===== src/sia_pkg.sv =====
// Package for the status and interrupt aggregator: offsets, bit positions, reset values and carrier structs.
// Assumes one core clock; every status source outside the block except the asynchronous pins is already on that clock.
package sia_pkg;

  localparam int ADDR_W = 9;

  // Register offsets
  localparam logic [8:0] STATUS_BASE = 9'h0_040;
  localparam logic [8:0] PIN_STATUS_OFS = 9'h0_041;
  localparam logic [8:0] IRQ_SUMMARY_OFS = 9'h0_042;
  localparam logic [8:0] GLOBAL_FN_IRQ_OFS = 9'h0_043;
  localparam logic [8:0] IN_CLK_IRQ_OFS = 9'h0_044;
  localparam logic [8:0] OUT_CLK_IRQ_LO_OFS = 9'h0_045;
  localparam logic [8:0] OUT_CLK_IRQ_HI_OFS = 9'h0_046;
  localparam logic [8:0] SYNTH_PLL_IRQ_OFS = 9'h0_047;
  localparam logic [8:0] SYNTH_PLL_STATUS_OFS = 9'h0_048;
  localparam int STATUS_SPAN = 9;

  // Field positions
  localparam int SUM_OUT_CLK_BIT = 5;
  localparam int SUM_IN_CLK_BIT = 4;
  localparam int SUM_PLL_BIT = 2;
  localparam int SUM_GATE_BIT = 1;
  localparam int SUM_FLAG_BIT = 0;
  localparam int BOOT_DONE_BIT = 7;
  localparam int PIN_SEEN_LSB = 4;
  localparam int PLL_REF_LOW_SEEN_BIT = 7;
  localparam int PLL_REF_LOW_NOW_BIT = 6;
  localparam int PLL_REF_HIGH_SEEN_BIT = 5;
  localparam int PLL_REF_HIGH_NOW_BIT = 4;
  localparam int PLL_LOCK_SEEN_BIT = 3;
  localparam int PLL_LOCKED_NOW_BIT = 2;
  localparam int PLL_REF_SEL_BIT = 0;

  // Reset values
  localparam logic [7:0] REG_RESET = 8'h00;
  localparam logic [3:0] NIBBLE_RESET = 4'h0;

  typedef struct packed {
    logic rd;
    logic wr;
    logic [ADDR_W-1:0] addr;
    logic [7:0] wdata;
  } sia_reg_req_t;

  // Index 3 is the crystal input, 2..0 are inputs 3..1
  typedef struct packed {
    logic [3:0] valid_change_seen;
    logic [3:0] irq_en;
  } sia_in_clk_t;

  // Per output: latched bits {low-speed, start, stop} and their enables
  typedef struct packed {
    logic [9:0][2:0] seen;
    logic [9:0][2:0] irq_en;
  } sia_out_clk_t;

  typedef struct packed {
    logic ref_low_now;
    logic ref_high_now;
    logic locked_now;
    logic ref_sel;
  } sia_pll_status_t;

  typedef struct packed {
    logic ref_low;
    logic ref_high;
    logic lock;
  } sia_pll_irq_en_t;

endpackage


===== src/sia_status_irq.sv =====
// Status and interrupt aggregation: pin levels and change latches, group summaries, global flag, boot flag.
// Assumes pins are asynchronous; host and boot controller requests, clock and PLL status are on i_mclk.
`timescale 1ns/100ps

// What this block does
// - Pin level bits return each pin's raw level, before any inversion.
// - Summary bit 5 is high when any low output-clock group bit is high.
// - Summary bit 4 is high when any input-clock group bit is high.
// - Summary bit 2 is high when the PLL group bit is high.
// - Global gate bit 1 is writable; at 0 no group source sets the flag.
// - Global flag bit 0 is set by any group summary while the gate is set.
// - Global flag is also set by any enabled pin change latch.
// - Requests leave through the registered global flag output and through any pin following the flag.
// - Boot finished bit clears on reset and sets when auto configuration ends.
// - Host writes during auto configuration change nothing.
// - Four pin change enables gate the pin latches onto the global flag.
// - Input-clock bit 3 shows crystal latched change and enable, unlatched.
// - Input-clock bits 2..0 show inputs 3..1 latched change with enable.
// - Output-clock low register bits show outputs 8..1 enabled latched status.
// - Output-clock high register bits 1..0 show outputs 10..9, rest zero.
// - PLL group bit 0 shows any enabled latched PLL status bit.
// - Reference-low latch sets on reference-low rising, write one clears it.
// - Reference-low real-time bit reads 1 while the reference is too slow.
// - Pin change latches set on either edge, clear on a written one.
// - Follow selector addresses 0x40 plus five-bit register, three-bit bit index.
// - Lock latch sets on either lock edge; reference-high latch on its rise.
module sia_status_irq (
  // Clock and reset
  input wire logic i_mclk,
  input wire logic i_resetn,
  // Register port: host, and boot controller during auto configuration
  input wire sia_pkg::sia_reg_req_t i_host_req,
  input wire sia_pkg::sia_reg_req_t i_boot_req,
  input wire logic i_autocfg_busy,
  input wire logic i_boot_done,
  output logic [7:0] o_reg_rdata,
  output logic o_reg_rvalid,
  // Pins and follow selectors
  input wire logic [3:0] i_pin_level,
  input wire logic [3:0][7:0] i_pin_follow_select,
  output logic [3:0] o_pin_follow_bit,
  // Status sources
  input wire sia_pkg::sia_in_clk_t i_in_clk,
  input wire sia_pkg::sia_out_clk_t i_out_clk,
  input wire sia_pkg::sia_pll_status_t i_pll_status,
  input wire sia_pkg::sia_pll_irq_en_t i_pll_irq_en,
  // Summary state
  output logic o_global_irq_flag,
  output logic o_boot_load_finished
);

  logic [1:0] rst_sync_ff;
  logic rst_n;
  logic [3:0] pin_meta_ff;
  logic [3:0] pin_level_ff;
  logic [3:0] pin_prev_ff;
  logic [1:0] pin_fill_ff;
  logic [3:0] pin_change_seen_ff;
  logic [3:0] pin_change_irq_en_ff;
  logic global_irq_gate_ff;
  logic boot_load_finished_ff;
  logic pll_ref_low_seen_ff;
  logic pll_ref_high_seen_ff;
  logic pll_lock_change_seen_ff;
  logic pll_ref_low_prev_ff;
  logic pll_ref_high_prev_ff;
  logic pll_locked_prev_ff;
  logic [7:0] o_reg_rdata_ff;
  logic o_reg_rvalid_ff;
  logic [3:0] o_pin_follow_bit_ff;
  logic o_global_irq_flag_ff;
  sia_pkg::sia_reg_req_t req;
  logic wr_en;
  logic rd_en;
  logic [3:0] in_clk_irq;
  logic [9:0] out_clk_irq;
  logic synth_pll_irq;
  logic out_clk_irq_summary;
  logic in_clk_irq_summary;
  logic synth_pll_irq_summary;
  logic global_irq_flag;
  logic [3:0] pin_change_event;
  localparam int STATUS_SPAN_L = sia_pkg::STATUS_SPAN;
  logic [7:0] status_byte [STATUS_SPAN_L];

  // Reset release through two flops; assertion stays asynchronous
  always_ff @(posedge i_mclk or negedge i_resetn) begin
    if (!i_resetn) begin
      rst_sync_ff <= 2'h0;
    end else begin
      rst_sync_ff <= {rst_sync_ff[0], 1'b1};
    end
  end
  assign rst_n = rst_sync_ff[1];

  // The boot controller owns the bus while it configures; host requests are dropped
  always_comb begin
    req = i_autocfg_busy ? i_boot_req : i_host_req;
    wr_en = req.wr;
    rd_en = req.rd;
  end

  // Pin levels: two-flop sync, then raw level with no inversion applied
  always_ff @(posedge i_mclk or negedge rst_n) begin
    if (!rst_n) begin
      pin_meta_ff <= sia_pkg::NIBBLE_RESET;
      pin_level_ff <= sia_pkg::NIBBLE_RESET;
      pin_prev_ff <= sia_pkg::NIBBLE_RESET;
      pin_fill_ff <= 2'h0;
    end else begin
      pin_meta_ff <= i_pin_level;
      pin_level_ff <= pin_meta_ff;
      pin_prev_ff <= pin_level_ff;
      pin_fill_ff <= {pin_fill_ff[0], 1'b1};
    end
  end

  // Detection waits two cycles for the sync chain to fill, but pin_prev_ff still holds its reset value then, so a pin high at release sets its change latch
  assign pin_change_event = pin_fill_ff[1] ? (pin_level_ff ^ pin_prev_ff) : 4'h0;

  // Change latches: an edge in the cycle of a clearing write keeps the latch set
  always_ff @(posedge i_mclk or negedge rst_n) begin
    if (!rst_n) begin
      pin_change_seen_ff <= sia_pkg::NIBBLE_RESET;
    end else begin
      if (wr_en && req.addr == sia_pkg::PIN_STATUS_OFS) begin
        pin_change_seen_ff <= (pin_change_seen_ff & ~req.wdata[7:4]) | pin_change_event;
      end else begin
        pin_change_seen_ff <= pin_change_seen_ff | pin_change_event;
      end
    end
  end

  // Writable control bits
  always_ff @(posedge i_mclk or negedge rst_n) begin
    if (!rst_n) begin
      global_irq_gate_ff <= 1'b0;
      pin_change_irq_en_ff <= sia_pkg::NIBBLE_RESET;
    end else begin
      if (wr_en && req.addr == sia_pkg::IRQ_SUMMARY_OFS) begin
        global_irq_gate_ff <= req.wdata[sia_pkg::SUM_GATE_BIT];
      end
      if (wr_en && req.addr == sia_pkg::GLOBAL_FN_IRQ_OFS) begin
        pin_change_irq_en_ff <= req.wdata[3:0];
      end
    end
  end

  // Boot finished flag
  always_ff @(posedge i_mclk or negedge rst_n) begin
    if (!rst_n) begin
      boot_load_finished_ff <= 1'b0;
    end else if (i_boot_done) begin
      boot_load_finished_ff <= 1'b1;
    end
  end

  // PLL latches; set wins over a write-one clear in the same cycle
  always_ff @(posedge i_mclk or negedge rst_n) begin
    if (!rst_n) begin
      pll_ref_low_prev_ff <= 1'b0;
      pll_ref_high_prev_ff <= 1'b0;
      pll_locked_prev_ff <= 1'b0;
      pll_ref_low_seen_ff <= 1'b0;
      pll_ref_high_seen_ff <= 1'b0;
      pll_lock_change_seen_ff <= 1'b0;
    end else begin
      pll_ref_low_prev_ff <= i_pll_status.ref_low_now;
      pll_ref_high_prev_ff <= i_pll_status.ref_high_now;
      pll_locked_prev_ff <= i_pll_status.locked_now;
      pll_ref_low_seen_ff <= (pll_ref_low_seen_ff & ~(wr_en && req.addr == sia_pkg::SYNTH_PLL_STATUS_OFS
        && req.wdata[sia_pkg::PLL_REF_LOW_SEEN_BIT])) | (i_pll_status.ref_low_now & ~pll_ref_low_prev_ff);
      pll_ref_high_seen_ff <= (pll_ref_high_seen_ff & ~(wr_en && req.addr == sia_pkg::SYNTH_PLL_STATUS_OFS
        && req.wdata[sia_pkg::PLL_REF_HIGH_SEEN_BIT])) | (i_pll_status.ref_high_now & ~pll_ref_high_prev_ff);
      pll_lock_change_seen_ff <= (pll_lock_change_seen_ff & ~(wr_en && req.addr == sia_pkg::SYNTH_PLL_STATUS_OFS
        && req.wdata[sia_pkg::PLL_LOCK_SEEN_BIT])) | (i_pll_status.locked_now ^ pll_locked_prev_ff);
    end
  end

  // Group and summary bits, all combinational from present latches and enables
  always_comb begin
    in_clk_irq = i_in_clk.valid_change_seen & i_in_clk.irq_en;
    for (int i = 0; i < 10; i++) begin
      out_clk_irq[i] = |(i_out_clk.seen[i] & i_out_clk.irq_en[i]);
    end
    synth_pll_irq = (pll_ref_low_seen_ff & i_pll_irq_en.ref_low) | (pll_ref_high_seen_ff & i_pll_irq_en.ref_high)
      | (pll_lock_change_seen_ff & i_pll_irq_en.lock);
    out_clk_irq_summary = |out_clk_irq[7:0];
    in_clk_irq_summary = |in_clk_irq;
    synth_pll_irq_summary = synth_pll_irq;
    global_irq_flag = ((out_clk_irq_summary | in_clk_irq_summary | synth_pll_irq_summary) & global_irq_gate_ff)
      | |(pin_change_seen_ff & pin_change_irq_en_ff);
  end

  // Readable image of 0x40..0x48; 0x40 belongs elsewhere and reads zero here
  always_comb begin
    status_byte[0] = 8'h00;
    status_byte[1] = {pin_change_seen_ff, pin_level_ff};
    status_byte[2] = {2'h0, out_clk_irq_summary, in_clk_irq_summary, 1'b0, synth_pll_irq_summary,
      global_irq_gate_ff, global_irq_flag};
    status_byte[3] = {boot_load_finished_ff, 3'h0, pin_change_irq_en_ff};
    status_byte[4] = {4'h0, in_clk_irq};
    status_byte[5] = out_clk_irq[7:0];
    status_byte[6] = {6'h00, out_clk_irq[9:8]};
    status_byte[7] = {7'h00, synth_pll_irq};
    status_byte[8] = {pll_ref_low_seen_ff, i_pll_status.ref_low_now, pll_ref_high_seen_ff,
      i_pll_status.ref_high_now, pll_lock_change_seen_ff, i_pll_status.locked_now, 1'b0,
      i_pll_status.ref_sel};
  end

  // Register read answer one cycle after the request
  always_ff @(posedge i_mclk or negedge rst_n) begin
    if (!rst_n) begin
      o_reg_rdata_ff <= sia_pkg::REG_RESET;
      o_reg_rvalid_ff <= 1'b0;
    end else begin
      o_reg_rvalid_ff <= rd_en;
      if (rd_en) begin
        if (req.addr >= sia_pkg::STATUS_BASE && req.addr <= sia_pkg::SYNTH_PLL_STATUS_OFS) begin
          o_reg_rdata_ff <= status_byte[4'(req.addr - sia_pkg::STATUS_BASE)];
        end else begin
          o_reg_rdata_ff <= sia_pkg::REG_RESET;
        end
      end
    end
  end

  // Pin follow: the selected bit, registered alongside the global flag output
  always_ff @(posedge i_mclk or negedge rst_n) begin
    if (!rst_n) begin
      o_pin_follow_bit_ff <= sia_pkg::NIBBLE_RESET;
      o_global_irq_flag_ff <= 1'b0;
    end else begin
      o_global_irq_flag_ff <= global_irq_flag;
      for (int p = 0; p < 4; p++) begin
        // Pin status cannot be followed; unimplemented locations drive low
        if (i_pin_follow_select[p][7:3] < 5'(STATUS_SPAN_L) && i_pin_follow_select[p][7:3] != 5'h01) begin
          o_pin_follow_bit_ff[p] <= status_byte[4'(i_pin_follow_select[p][7:3])][i_pin_follow_select[p][2:0]];
        end else begin
          o_pin_follow_bit_ff[p] <= 1'b0;
        end
      end
    end
  end

  assign o_reg_rdata = o_reg_rdata_ff;
  assign o_reg_rvalid = o_reg_rvalid_ff;
  assign o_pin_follow_bit = o_pin_follow_bit_ff;
  assign o_global_irq_flag = o_global_irq_flag_ff;
  assign o_boot_load_finished = boot_load_finished_ff;
endmodule


===== config.mk =====
export PLATFORM = sky130hd
export DESIGN_NAME = sia_status_irq
export DESIGN_NICKNAME = d
export VERILOG_FILES = /design/src/sia_pkg.sv /design/src/sia_status_irq.sv
export SDC_FILE = /design/constraint.sdc
export NUM_CORES = 1
export LEC_CHECK = 0
export BUFFER_PORTS_ARGS = -buffer_cell sky130_fd_sc_hd__buf_2
export CAP_MARGIN = 20
export CORE_ASPECT_RATIO = 0.8
export CORE_MARGIN = 3
export CORE_UTILIZATION = 40
export DETAILED_ROUTE_END_ITERATION = 7
export PLACE_DENSITY = 0.78
export RECOVER_POWER = 50
export SLEW_MARGIN = 20
export SYNTH_ARGS = -nofsm -noshare
export SYNTH_HDL_FRONTEND = slang
export SYNTH_SLANG_ARGS = --single-unit
export TNS_END_PERCENT = 1

===== constraint.sdc =====
create_clock -name i_mclk -period 1.8 [get_ports i_mclk]
set_input_delay 0.27 -clock i_mclk [delete_from_list [all_inputs] [get_ports i_mclk]]
set_output_delay 0.27 -clock i_mclk [all_outputs]
set_load 0.02 [all_outputs]

* Word level (Yosys, flattened, before mapping)
Cells that the tools add are included.
** Storage, ports and cells
- Register bits :: 46
- Bits in latches :: 0
- Memory bits (writable) :: 0
- Bits in read-only memories :: 0
- Bits of input ports :: 153
- Memories kept :: 0
** Cells by class
- Add/subtract/negate cells :: 1
- $mul :: 0
- Div/mod/pow operators :: 0
- $lt $le $gt $ge :: 15
- Equality and inequality tests :: 8
- Shift-type cells :: 0
- Mux-type cells :: 31
- Bitwise gates (word level) :: 45
- Reductions and logical operators :: 25
** Operators by type and width (number)
- 8-bit binary-select mux with 4-bit select :: 5
- 8-bit two-way mux :: 11
- 9-bit by 7-bit == test with 1-bit output (second input constant) :: 4
- 3-bit AND :: 10
- 3-bit OR reduction :: 10
- 5-bit >= comparator (second input constant) :: 5
- 4-bit NOT with 5-bit output :: 5
- 24-bit OR reduction :: 1
- 5-bit by 4-bit < comparator with 1-bit output (second input constant) :: 4
- 5-bit by 1-bit != test with 1-bit output (second input constant) :: 4
- 19-bit two-way mux :: 1
- 3-bit by 4-bit < comparator with 1-bit output (second input constant) :: 4
- 4-bit AND :: 3
- 1-bit binary-select mux with 3-bit select :: 4
- 1-bit logical AND :: 12
- 1-bit AND :: 9
- 9-bit by 7-bit >= comparator with 1-bit output (second input constant) :: 1
- 9-bit by 7-bit less-or-equal comparator with 1-bit output (second input constant) :: 1
- 1-bit two-way mux :: 8
- 4-bit two-way mux :: 2
- 1-bit bitwise OR :: 8
- 4-bit bitwise OR :: 2
- 4-bit OR reduction :: 2
- 1-bit NOT :: 5
- 4 further kinds :: 4

* Longest topological paths before layout
Gate-level depths: netlist of run 1.
- Depth after elaboration :: 12
- Gate-level depth with buffers :: 9

* Least setup slack after synthesis of run 1
Ideal clock, no wire load.
- Path kind :: input-to-reg
- From :: input i_host_req[15] (netlist bit)
- To :: register pin_change_irq_en_ff[1]
- Setup time :: 125 ps
- Arrival :: 2148 ps
- Data required time :: 1675 ps
- Setup slack :: -473 ps
- Stages :: 7
- Path buffers :: 1
- Cells stage by stage :: or4b_1 -> nor3_2 -> a31oi_1 -> or3_1 -> or3_1 -> buf_2 -> mux2_4
** On the way
- Longest elaborated chain between the ends :: 3
** RTL lines
- from (decl) :: RTL line sia_status_irq.sv:32 : input wire sia_pkg::sia_reg_req_t i_host_req,
- 19-bit two-way mux :: RTL line sia_status_irq.sv:98 : req = i_autocfg_busy ? i_boot_req : i_host_req;
- 9-bit by 7-bit == test with 1-bit output :: RTL line sia_status_irq.sv:143 : if (wr_en && req.addr == sia_pkg::GLOBAL_FN_IRQ_OFS) begin
- 1-bit logical AND :: RTL line sia_status_irq.sv:143
- to (signal assigned) :: RTL line sia_status_irq.sv:138 : pin_change_irq_en_ff <= sia_pkg::NIBBLE_RESET;
- to (signal assigned) :: RTL line sia_status_irq.sv:144 : pin_change_irq_en_ff <= req.wdata[3:0];
- to (decl) :: RTL line sia_status_irq.sv:59 : logic [3:0] pin_change_irq_en_ff;
No other way between the ends.
A chain may end at the register's enable or synchronous reset.

* Final worst setup path of run 1
- From :: register pll_ref_low_seen_ff
- To :: register o_pin_follow_bit_ff[3], in the netlist o_pin_follow_bit[3]
** On the way
- Longest elaborated chain between the ends :: 12
** RTL lines
- from (decl) :: RTL line sia_status_irq.sv:62 : logic pll_ref_low_seen_ff;
- from (signal assigned) :: RTL line sia_status_irq.sv:171 : pll_ref_low_seen_ff <= (pll_ref_low_seen_ff & ~(wr_en && req.addr == sia_pkg::SYNTH_PLL_STATUS_OFS
- 1-bit AND :: RTL line sia_status_irq.sv:186 : synth_pll_irq = (pll_ref_low_seen_ff & i_pll_irq_en.ref_low) | (pll_ref_high_seen_ff & i_pll_irq_en.ref_high)
- 1-bit bitwise OR :: RTL line sia_status_irq.sv:186
- 1-bit bitwise OR :: RTL line sia_status_irq.sv:187 : | (pll_lock_change_seen_ff & i_pll_irq_en.lock);
- 1-bit bitwise OR :: RTL line sia_status_irq.sv:191 : global_irq_flag = ((out_clk_irq_summary | in_clk_irq_summary | synth_pll_irq_summary) & global_irq_gate_ff)
- 1-bit AND :: RTL line sia_status_irq.sv:191
- 1-bit bitwise OR :: RTL line sia_status_irq.sv:192 : | |(pin_change_seen_ff & pin_change_irq_en_ff);
- 8-bit binary-select mux with 4-bit select * :: RTL line sia_status_irq.sv:238 : o_pin_follow_bit_ff[p] <= status_byte[4'(i_pin_follow_select[p][7:3])][i_pin_follow_select[p][2:0]];
- 8-bit two-way mux (not written as such) * (2 in series) :: RTL line sia_status_irq.sv:238
- 1-bit binary-select mux with 3-bit select * :: RTL line sia_status_irq.sv:238
- 1-bit two-way mux (not written as such) * :: RTL line sia_status_irq.sv:238
- 1-bit two-way mux * :: RTL line sia_status_irq.sv:237 : if (i_pin_follow_select[p][7:3] < 5'(STATUS_SPAN_L) && i_pin_follow_select[p][7:3] != 5'h01) begin
- to (signal assigned) :: RTL line sia_status_irq.sv:231 : o_pin_follow_bit_ff <= sia_pkg::NIBBLE_RESET;
- to (signal, indexed assignment) :: RTL line sia_status_irq.sv:238
- to (decl) :: RTL line sia_status_irq.sv:70 : logic [3:0] o_pin_follow_bit_ff;
Mark *: on every way between the ends. The rest lies on a longest branch, timed or not. The select of a mux whose other input is x is not followed.

==> results.json, run 1 <==
{
  "antenna_found_initial": 0,
  "clock-root-buffer": "clkbuf_16",
  "clk_path_buf_depth": 2,
  "drtPass1Iterations": 7,
  "nets": 934,
  "dieArea_sq_mm": 0.0117,
  "setup_ws_ps": -304,
  "vias": 5592,
  "drv_slew": 0,
  "core_sq_mm": 0.00989,
  "period_needed_ps": 2100,
  "hold_start": "i_pin_level[3]",
  "io_buffers": 167,
  "cp-start-kind": "flop",
  "synth_edf_count": 0,
  "cap_violations": 0,
  "routabilityCongestion": 1.05,
  "netlist_area_sq_mm": 0.00416,
  "r2r-start": "pll_ref_low_seen_ff$_DFF_PN0_",
  "synth_compound_area_share_pct": 30.5,
  "wl_per_cell_um": 21.3,
  "grt_max_degree": 45,
  "ant_nets": 0,
  "clock_skew_ps": 4.77,
  "overflow": 0,
  "ys_seq_area_share_pct": 27.7,
  "tightest_slew_ps": 1130,
  "synthCells": 525,
  "grt_usage_pct": 33.1,
  "slowest_delay_ps": 500,
  "drive_above_1_share_pct": 43.4,
  "relSlewSlack_pct": 24.6,
  "violations": "negative setup slack",
  "r2r_cells": 6,
  "irDropWorstVdd_v": 0.000441,
  "cp-startpoint": "pll_ref_low_seen_ff$_DFF_PN0_",
  "start_util_pct": 42.0,
  "yosysMostFrequentCell": "nand2_1",
  "fin_setup_tns_ps": -1710,
  "drc": 0,
  "synth_top_family_by_area": "compound AO/OA/AOI/OAI gates",
  "yosys.area_share.simple_pct": 23.6,
  "diodes": 0,
  "clock_latency_ps": 300,
  "crit_arrival_ps": 2290,
  "clkSinkCount": 46,
  "outcome": "finished with violations",
  "synth_area_leader_cell": "dfrtp_1",
  "ys_types": 72,
  "io_pins": 168,
  "muxShareOfSynthArea_pct": 11.5,
  "synth_area_per_cell_sq_um": 7.92,
  "syn_to_final_growth_pct": 51.1,
  "async_flop_share_pct": 100,
  "finalWirelength_um": 19500,
  "clk_pin_slew_ps": 70,
  "dp_hpwl_um": 15100,
  "fin_area_sq_mm": 0.00628,
  "synth_seq_cells": 46,
  "rsz0062_at_grt": "true",
  "cp_slowest_cell": "mux4_2",
  "cp-end-kind": "flop",
  "path_class": "reg -> reg",
  "vias_per_cell": 6.09,
  "finalHoldViolCount": 0,
  "final_util_pct": 63.5,
  "synth_xor_area_share_pct": 1.05,
  "crit_fanout": 5,
  "h-tree-depth": 2,
  "hold_class": "in -> reg",
  "ys.flop_type": "dfrtp_1",
  "drt-initial-drc-count": 675,
  "min_period_over_period_pct": 117,
  "ys_top_cells_by_count": "64 x nand2_1, 47 x nor2_1, 46 x dfrtp_1",
  "cp.required_ps": 1980,
  "crit_chain": "a222oi_1 > buf_4 > mux4_2 > a2111oi_4 > a211oi_2 > a2111oi_2",
  "grt_pass1_vias": 5522,
  "row_count": 32,
  "die_h_um": 97.2,
  "yosysTopAreaCellShare_pct": 27.7,
  "powerDensity_mw_per_mm2": 517,
  "synth_area_leaders": "dfrtp_1 28%, nand2_1 5.8%, mux2i_1 4.8%",
  "placed_area_sq_mm": 0.00594,
  "cts_tree": "done",
  "synthAdderAreaFrac_pct": 0,
  "min_path_cells": 1,
  "grt_pass1_wl_um": 30400,
  "setup_viol": 13,
  "num-fill-cells": 905,
  "finalPower_mw": 3.25,
  "cts_made_buffers": 5,
  "synth_warnings": 0,
  "p_leak_nw": 2.90,
  "die_w_um": 120,
  "fmax_mhz": 475
}
-- routing by layer --
metal / vias up / share of wire [%] / wire length (um) / global-route usage [%]
met5: - / 0 / 0 / 0
met4: 0 / 3.8 / 736 / 12.2
met3: 66 / 10 / 2020 / 7.04
met2: 361 / 44 / 8540 / 49.1
met1: 2627 / 42 / 8220 / 47.1
li1: 2538 / - / - / -
-- final timing paths --
path	endpoint	slack, ps
max in group asynchronous	o_reg_rdata[5]$_DFFE_PN0P_	540
hold reg to reg	pin_fill_ff[1]$_DFF_PN0_	350
hold / removal	pin_meta_ff[3]$_DFF_PN0_	70
setup reg to reg	o_pin_follow_bit[3]$_DFF_PN0_	-300
setup / recovery	o_pin_follow_bit[3]$_DFF_PN0_	-300
min in group asynchronous	rst_sync_ff[0]$_DFF_PN0_	280
-- kinds of logic (layout without fill, tap and decap cells) --
kind of cell              after synthesis  in the layout
AOI/OAI and AO/OA                     181            181
buffers and inverters                  59            315
muxes                                  38             38
other                                   1              2
and+or+nand+nor                       195            195
xor gates and xnor gates                5              5
DFF                                    46             46
-- area by class of cell --
cell class,count,area [sq um],area share (%)
flip-flops and latches,46,1150,18.3
multi-input cells,421,2920,46.5
clock buffers,5,125,1.99
repair buffers,288,1810,28.8
inverters,19,71.3,1.14
clock inverters,3,27.5,0.438
well taps,136,170,2.71
-- report_power, final --
group / leakage (nW) / switching, mW / total [mW] / internal, mW
clock: 0.0723 / 0.470 / 1.00 / 0.531
sequential: 0.531 / 0.0257 / 1.09 / 1.07
combinational: 2.29 / 0.625 / 1.16 / 0.531
-- cells in the final DEF, fill, tap and decap left out, drive strengths merged, types with 6 or more instances in the layout --
cell	netlist	final
a222oi	11	11
o31ai	8	8
mux2	11	11
dfrtp	46	46
o22ai	7	7
a22oi	8	8
nor4b	7	7
a31oi	11	11
mux2i	21	21
buf	7	281
nand4	11	11
nor4	6	6
nand2b	12	12
a211oi	7	7
a311oi	7	7
nor2	47	47
o21ai	32	32
a21oi	38	38
nand3	10	10
clkbuf	33	11
nor3	10	10
inv	19	21
nand2	64	64
mux4	6	6
-- registers in the layout (all words and copies together), names as in the netlist, 2 cells and up --
signal                flops
o_pin_follow_bit          4
pin_change_seen_ff        4
pin_prev_ff               4
pin_fill_ff               2
o_reg_rdata               8
rst_sync_ff               2
pin_level_ff              4
pin_meta_ff               4
pin_change_irq_en_ff      4
-- timing repair --
item,CTS,global route
pin swaps,12,15
hold endpoints to repair,2,0
hold buffers,1,0
endpoints found under the setup margin,19,18
gates resized for setup,22,26
buffers inserted,2,1
-- stage by stage --
stage	hold WS (ps)	instances	worst slack [ps]
CTS	65.6	917	-291
detailed placement	57.5	906	-590
global placement	55.1	906	-515
floorplan	-25.6	526	-473
finish	71.5	918	-304
global route	68.5	918	-385
-- worst max-delay path: cells and delay by family, from the launching register on --
kind | cells | cell delay [ps]
flops | 1 | 380
buf+inv | 1 | 180
compound gates | 4 | 930
mux | 1 | 500
(Power assumes the default switching activity.)
==> run 2: changes to the inputs <==
--- a/config.mk
+++ b/config.mk
@@ -11,7 +11,7 @@
 export CORE_MARGIN = 3
 export CORE_UTILIZATION = 40
 export DETAILED_ROUTE_END_ITERATION = 7
-export PLACE_DENSITY = 0.78
+export PLACE_DENSITY = 0.68
 export RECOVER_POWER = 50
 export SLEW_MARGIN = 20
 export SYNTH_ARGS = -nofsm -noshare
==> run 2 against run 1 <==
  * The run still ends with negative setup slack left
  * Sequential share of layout area up 0.083 points
  * Design area down 0.56%
  * Critical path depth up 1
  * Final cell count up 1.1%
  * Sequential power about the same
  * Utilization down 0.35 points
  * Register-to-register slack better by 50 ps
  * Combinational power about the same
  * Setup slack better by 52 ps
  * Wire length down 0.32%
  * Clock-buffer cell count unchanged
  * Critical endpoint is now o_pin_follow_bit[1]$_DFF_PN0_
  * Largest cell class unchanged
==> results.json, run 2 (synthesized netlist as in run 1, its figures left out) <==
{
  "outcome": "finished with violations",
  "violations": "negative setup slack",
  "clk_pin_slew_ps": 70,
  "placed_cells": 918,
  "path_depth": 7,
  "period_needed_ps": 2050,
  "hold_ws_ps": 73.8,
  "setup_viol": 13,
  "cp-end-kind": "flop",
  "final-instance-count-excl-fill": 928,
  "cp-endpoint": "o_pin_follow_bit[1]$_DFF_PN0_",
  "routabilityCongestion": 1.07,
  "io_buffers": 167,
  "largest_reg_flops": 8,
  "cp-startpoint": "pll_ref_low_seen_ff$_DFF_PN0_",
  "final_common_cell": "buf_2",
  "num-fill-cells": 922,
  "clk_path_buf_depth": 2,
  "fin_setup_tns_ps": -1440,
  "drv_slew": 0,
  "grt_pass1_wl_um": 29600,
  "drt-initial-drc-count": 712,
  "drive_above_1_share_pct": 42.3,
  "io_pins": 168,
  "finalHoldViolCount": 0,
  "wl_per_cell_um": 21.0,
  "relSlewSlack_pct": 34.4,
  "grt_pass1_vias": 5382,
  "met2_length_um": 8500,
  "cts_made_buffers": 5,
  "r2r_cells": 7,
  "dieArea_sq_mm": 0.0117,
  "min_period_over_period_pct": 114,
  "finalWirelength_um": 19500,
  "die_h_um": 97.2,
  "irDropWorstVdd_v": 0.000428,
  "fmax_mhz": 487,
  "place_ws_ps": -615,
  "vias_per_cell": 6.01,
  "dp_hpwl_um": 15400,
  "grt_usage_pct": 32.3,
  "crit_chain": "a222oi_1 > buf_4 > mux4_2 > or4b_4 > o31ai_2 > o211ai_1 > o22ai_1",
  "core_sq_mm": 0.00989,
  "hold_class": "in -> reg",
  "cp.required_ps": 2010,
  "nets": 944,
  "drc": 0,
  "setup_ws_ps": -252,
  "slowest_delay_ps": 500,
  "tightest_slew_ps": 985,
  "met3_length_um": 2060,
  "r2r-start": "pll_ref_low_seen_ff$_DFF_PN0_",
  "crit_arrival_ps": 2270,
  "clock_skew_ps": 2.33,
  "cp-start-kind": "flop",
  "highest_layer": "met4",
  "syn_to_final_growth_pct": 50.2,
  "cap_violations": 0,
  "clkSinkCount": 46,
  "clock-root-buffer": "clkbuf_16",
  "cts_tree": "done",
  "crit_fanout": 4,
  "row_count": 32,
  "powerDensity_mw_per_mm2": 517,
  "rsz0062_at_grt": "true",
  "cp_slowest_cell": "or4b_4",
  "crit_buf_inv": 1,
  "diodes": 0,
  "r2r-end": "o_pin_follow_bit[1]$_DFF_PN0_",
  "path_class": "reg -> reg",
  "wl_met1_um": 8130,
  "grt_max_degree": 24,
  "reg2reg_setup_slack_ps": -250,
  "p_leak_nw": 2.91,
  "clock_latency_ps": 290,
  "drtPass1Iterations": 8,
  "antenna_found_initial": 0,
  "vias": 5573,
  "start_util_pct": 42.0,
  "h-tree-depth": 2,
  "overflow": 0,
  "ant_nets": 0,
  "die_w_um": 120,
  "most-common-layout-cells": "161 x buf_2, 121 x buf_4, 63 x nand2_1",
  "cp_top_family": "simple AND/OR/NAND/NOR gates"
}
## run 2: timing repair
action	4_1_cts	5_1_grt
hold buffers	1	0
gates cloned	0	0
gates resized for setup	23	10
pin swaps	10	8
endpoints found under the hold margin	2	0
buffers inserted	0	1
endpoints found under the setup margin	18	18
## run 2: area by class of cell
type                    instances  area, sq um  area share, %
clock inverters                 3         27.5          0.441
flip-flops and latches         46         1150           18.4
inverters                      19         71.3           1.14
clock buffers                   5          125           2.00
well taps                     136          170           2.72
repair buffers                298         1820           29.2
multi-input cells             421         2880           46.1
## run 2: power by group
| part | internal [mW] | switching [mW] | total (mW) |
|---|---|---|---|
| registers | 1.07 | 0.0360 | 1.10 |
| clock network | 0.531 | 0.461 | 0.992 |
| logic | 0.530 | 0.605 | 1.13 |
## run 2: worst min-delay path by stage
stage	end	slack, ps	cells past startpoint	from
after global placement	rst_sync_ff[0]$_DFF_PN0_	60	1	i_resetn
after global routing	pin_meta_ff[0]$_DFF_PN0_	70	1	i_pin_level[0]
after CTS	pin_meta_ff[0]$_DFF_PN0_	70	1	i_pin_level[0]
after floorplan	rst_sync_ff[0]$_DFF_PN0_	-30	0	i_resetn
after detailed placement	rst_sync_ff[0]$_DFF_PN0_	60	1	i_resetn
final	pin_meta_ff[2]$_DFF_PN0_	70	1	i_pin_level[2]
## run 2: routing by layer
layer / vias to the layer above / track usage [%]
met4: 0 / 13.7
met5: - / 0
met1: 2614 / 45.4
li1: 2572 / -
met3: 62 / 7.86
met2: 325 / 47.0
## run 2: through the flow
step                area, sq um  power [mW]  utilization (%)
CTS                        6230        3.22             63.0
global placement           5980        2.19             60.4
finish                     6250        3.23             63.2
global route               6250        3.38             63.2
floorplan                  4160        1.62                -
detailed placement         5980        2.20             60.4
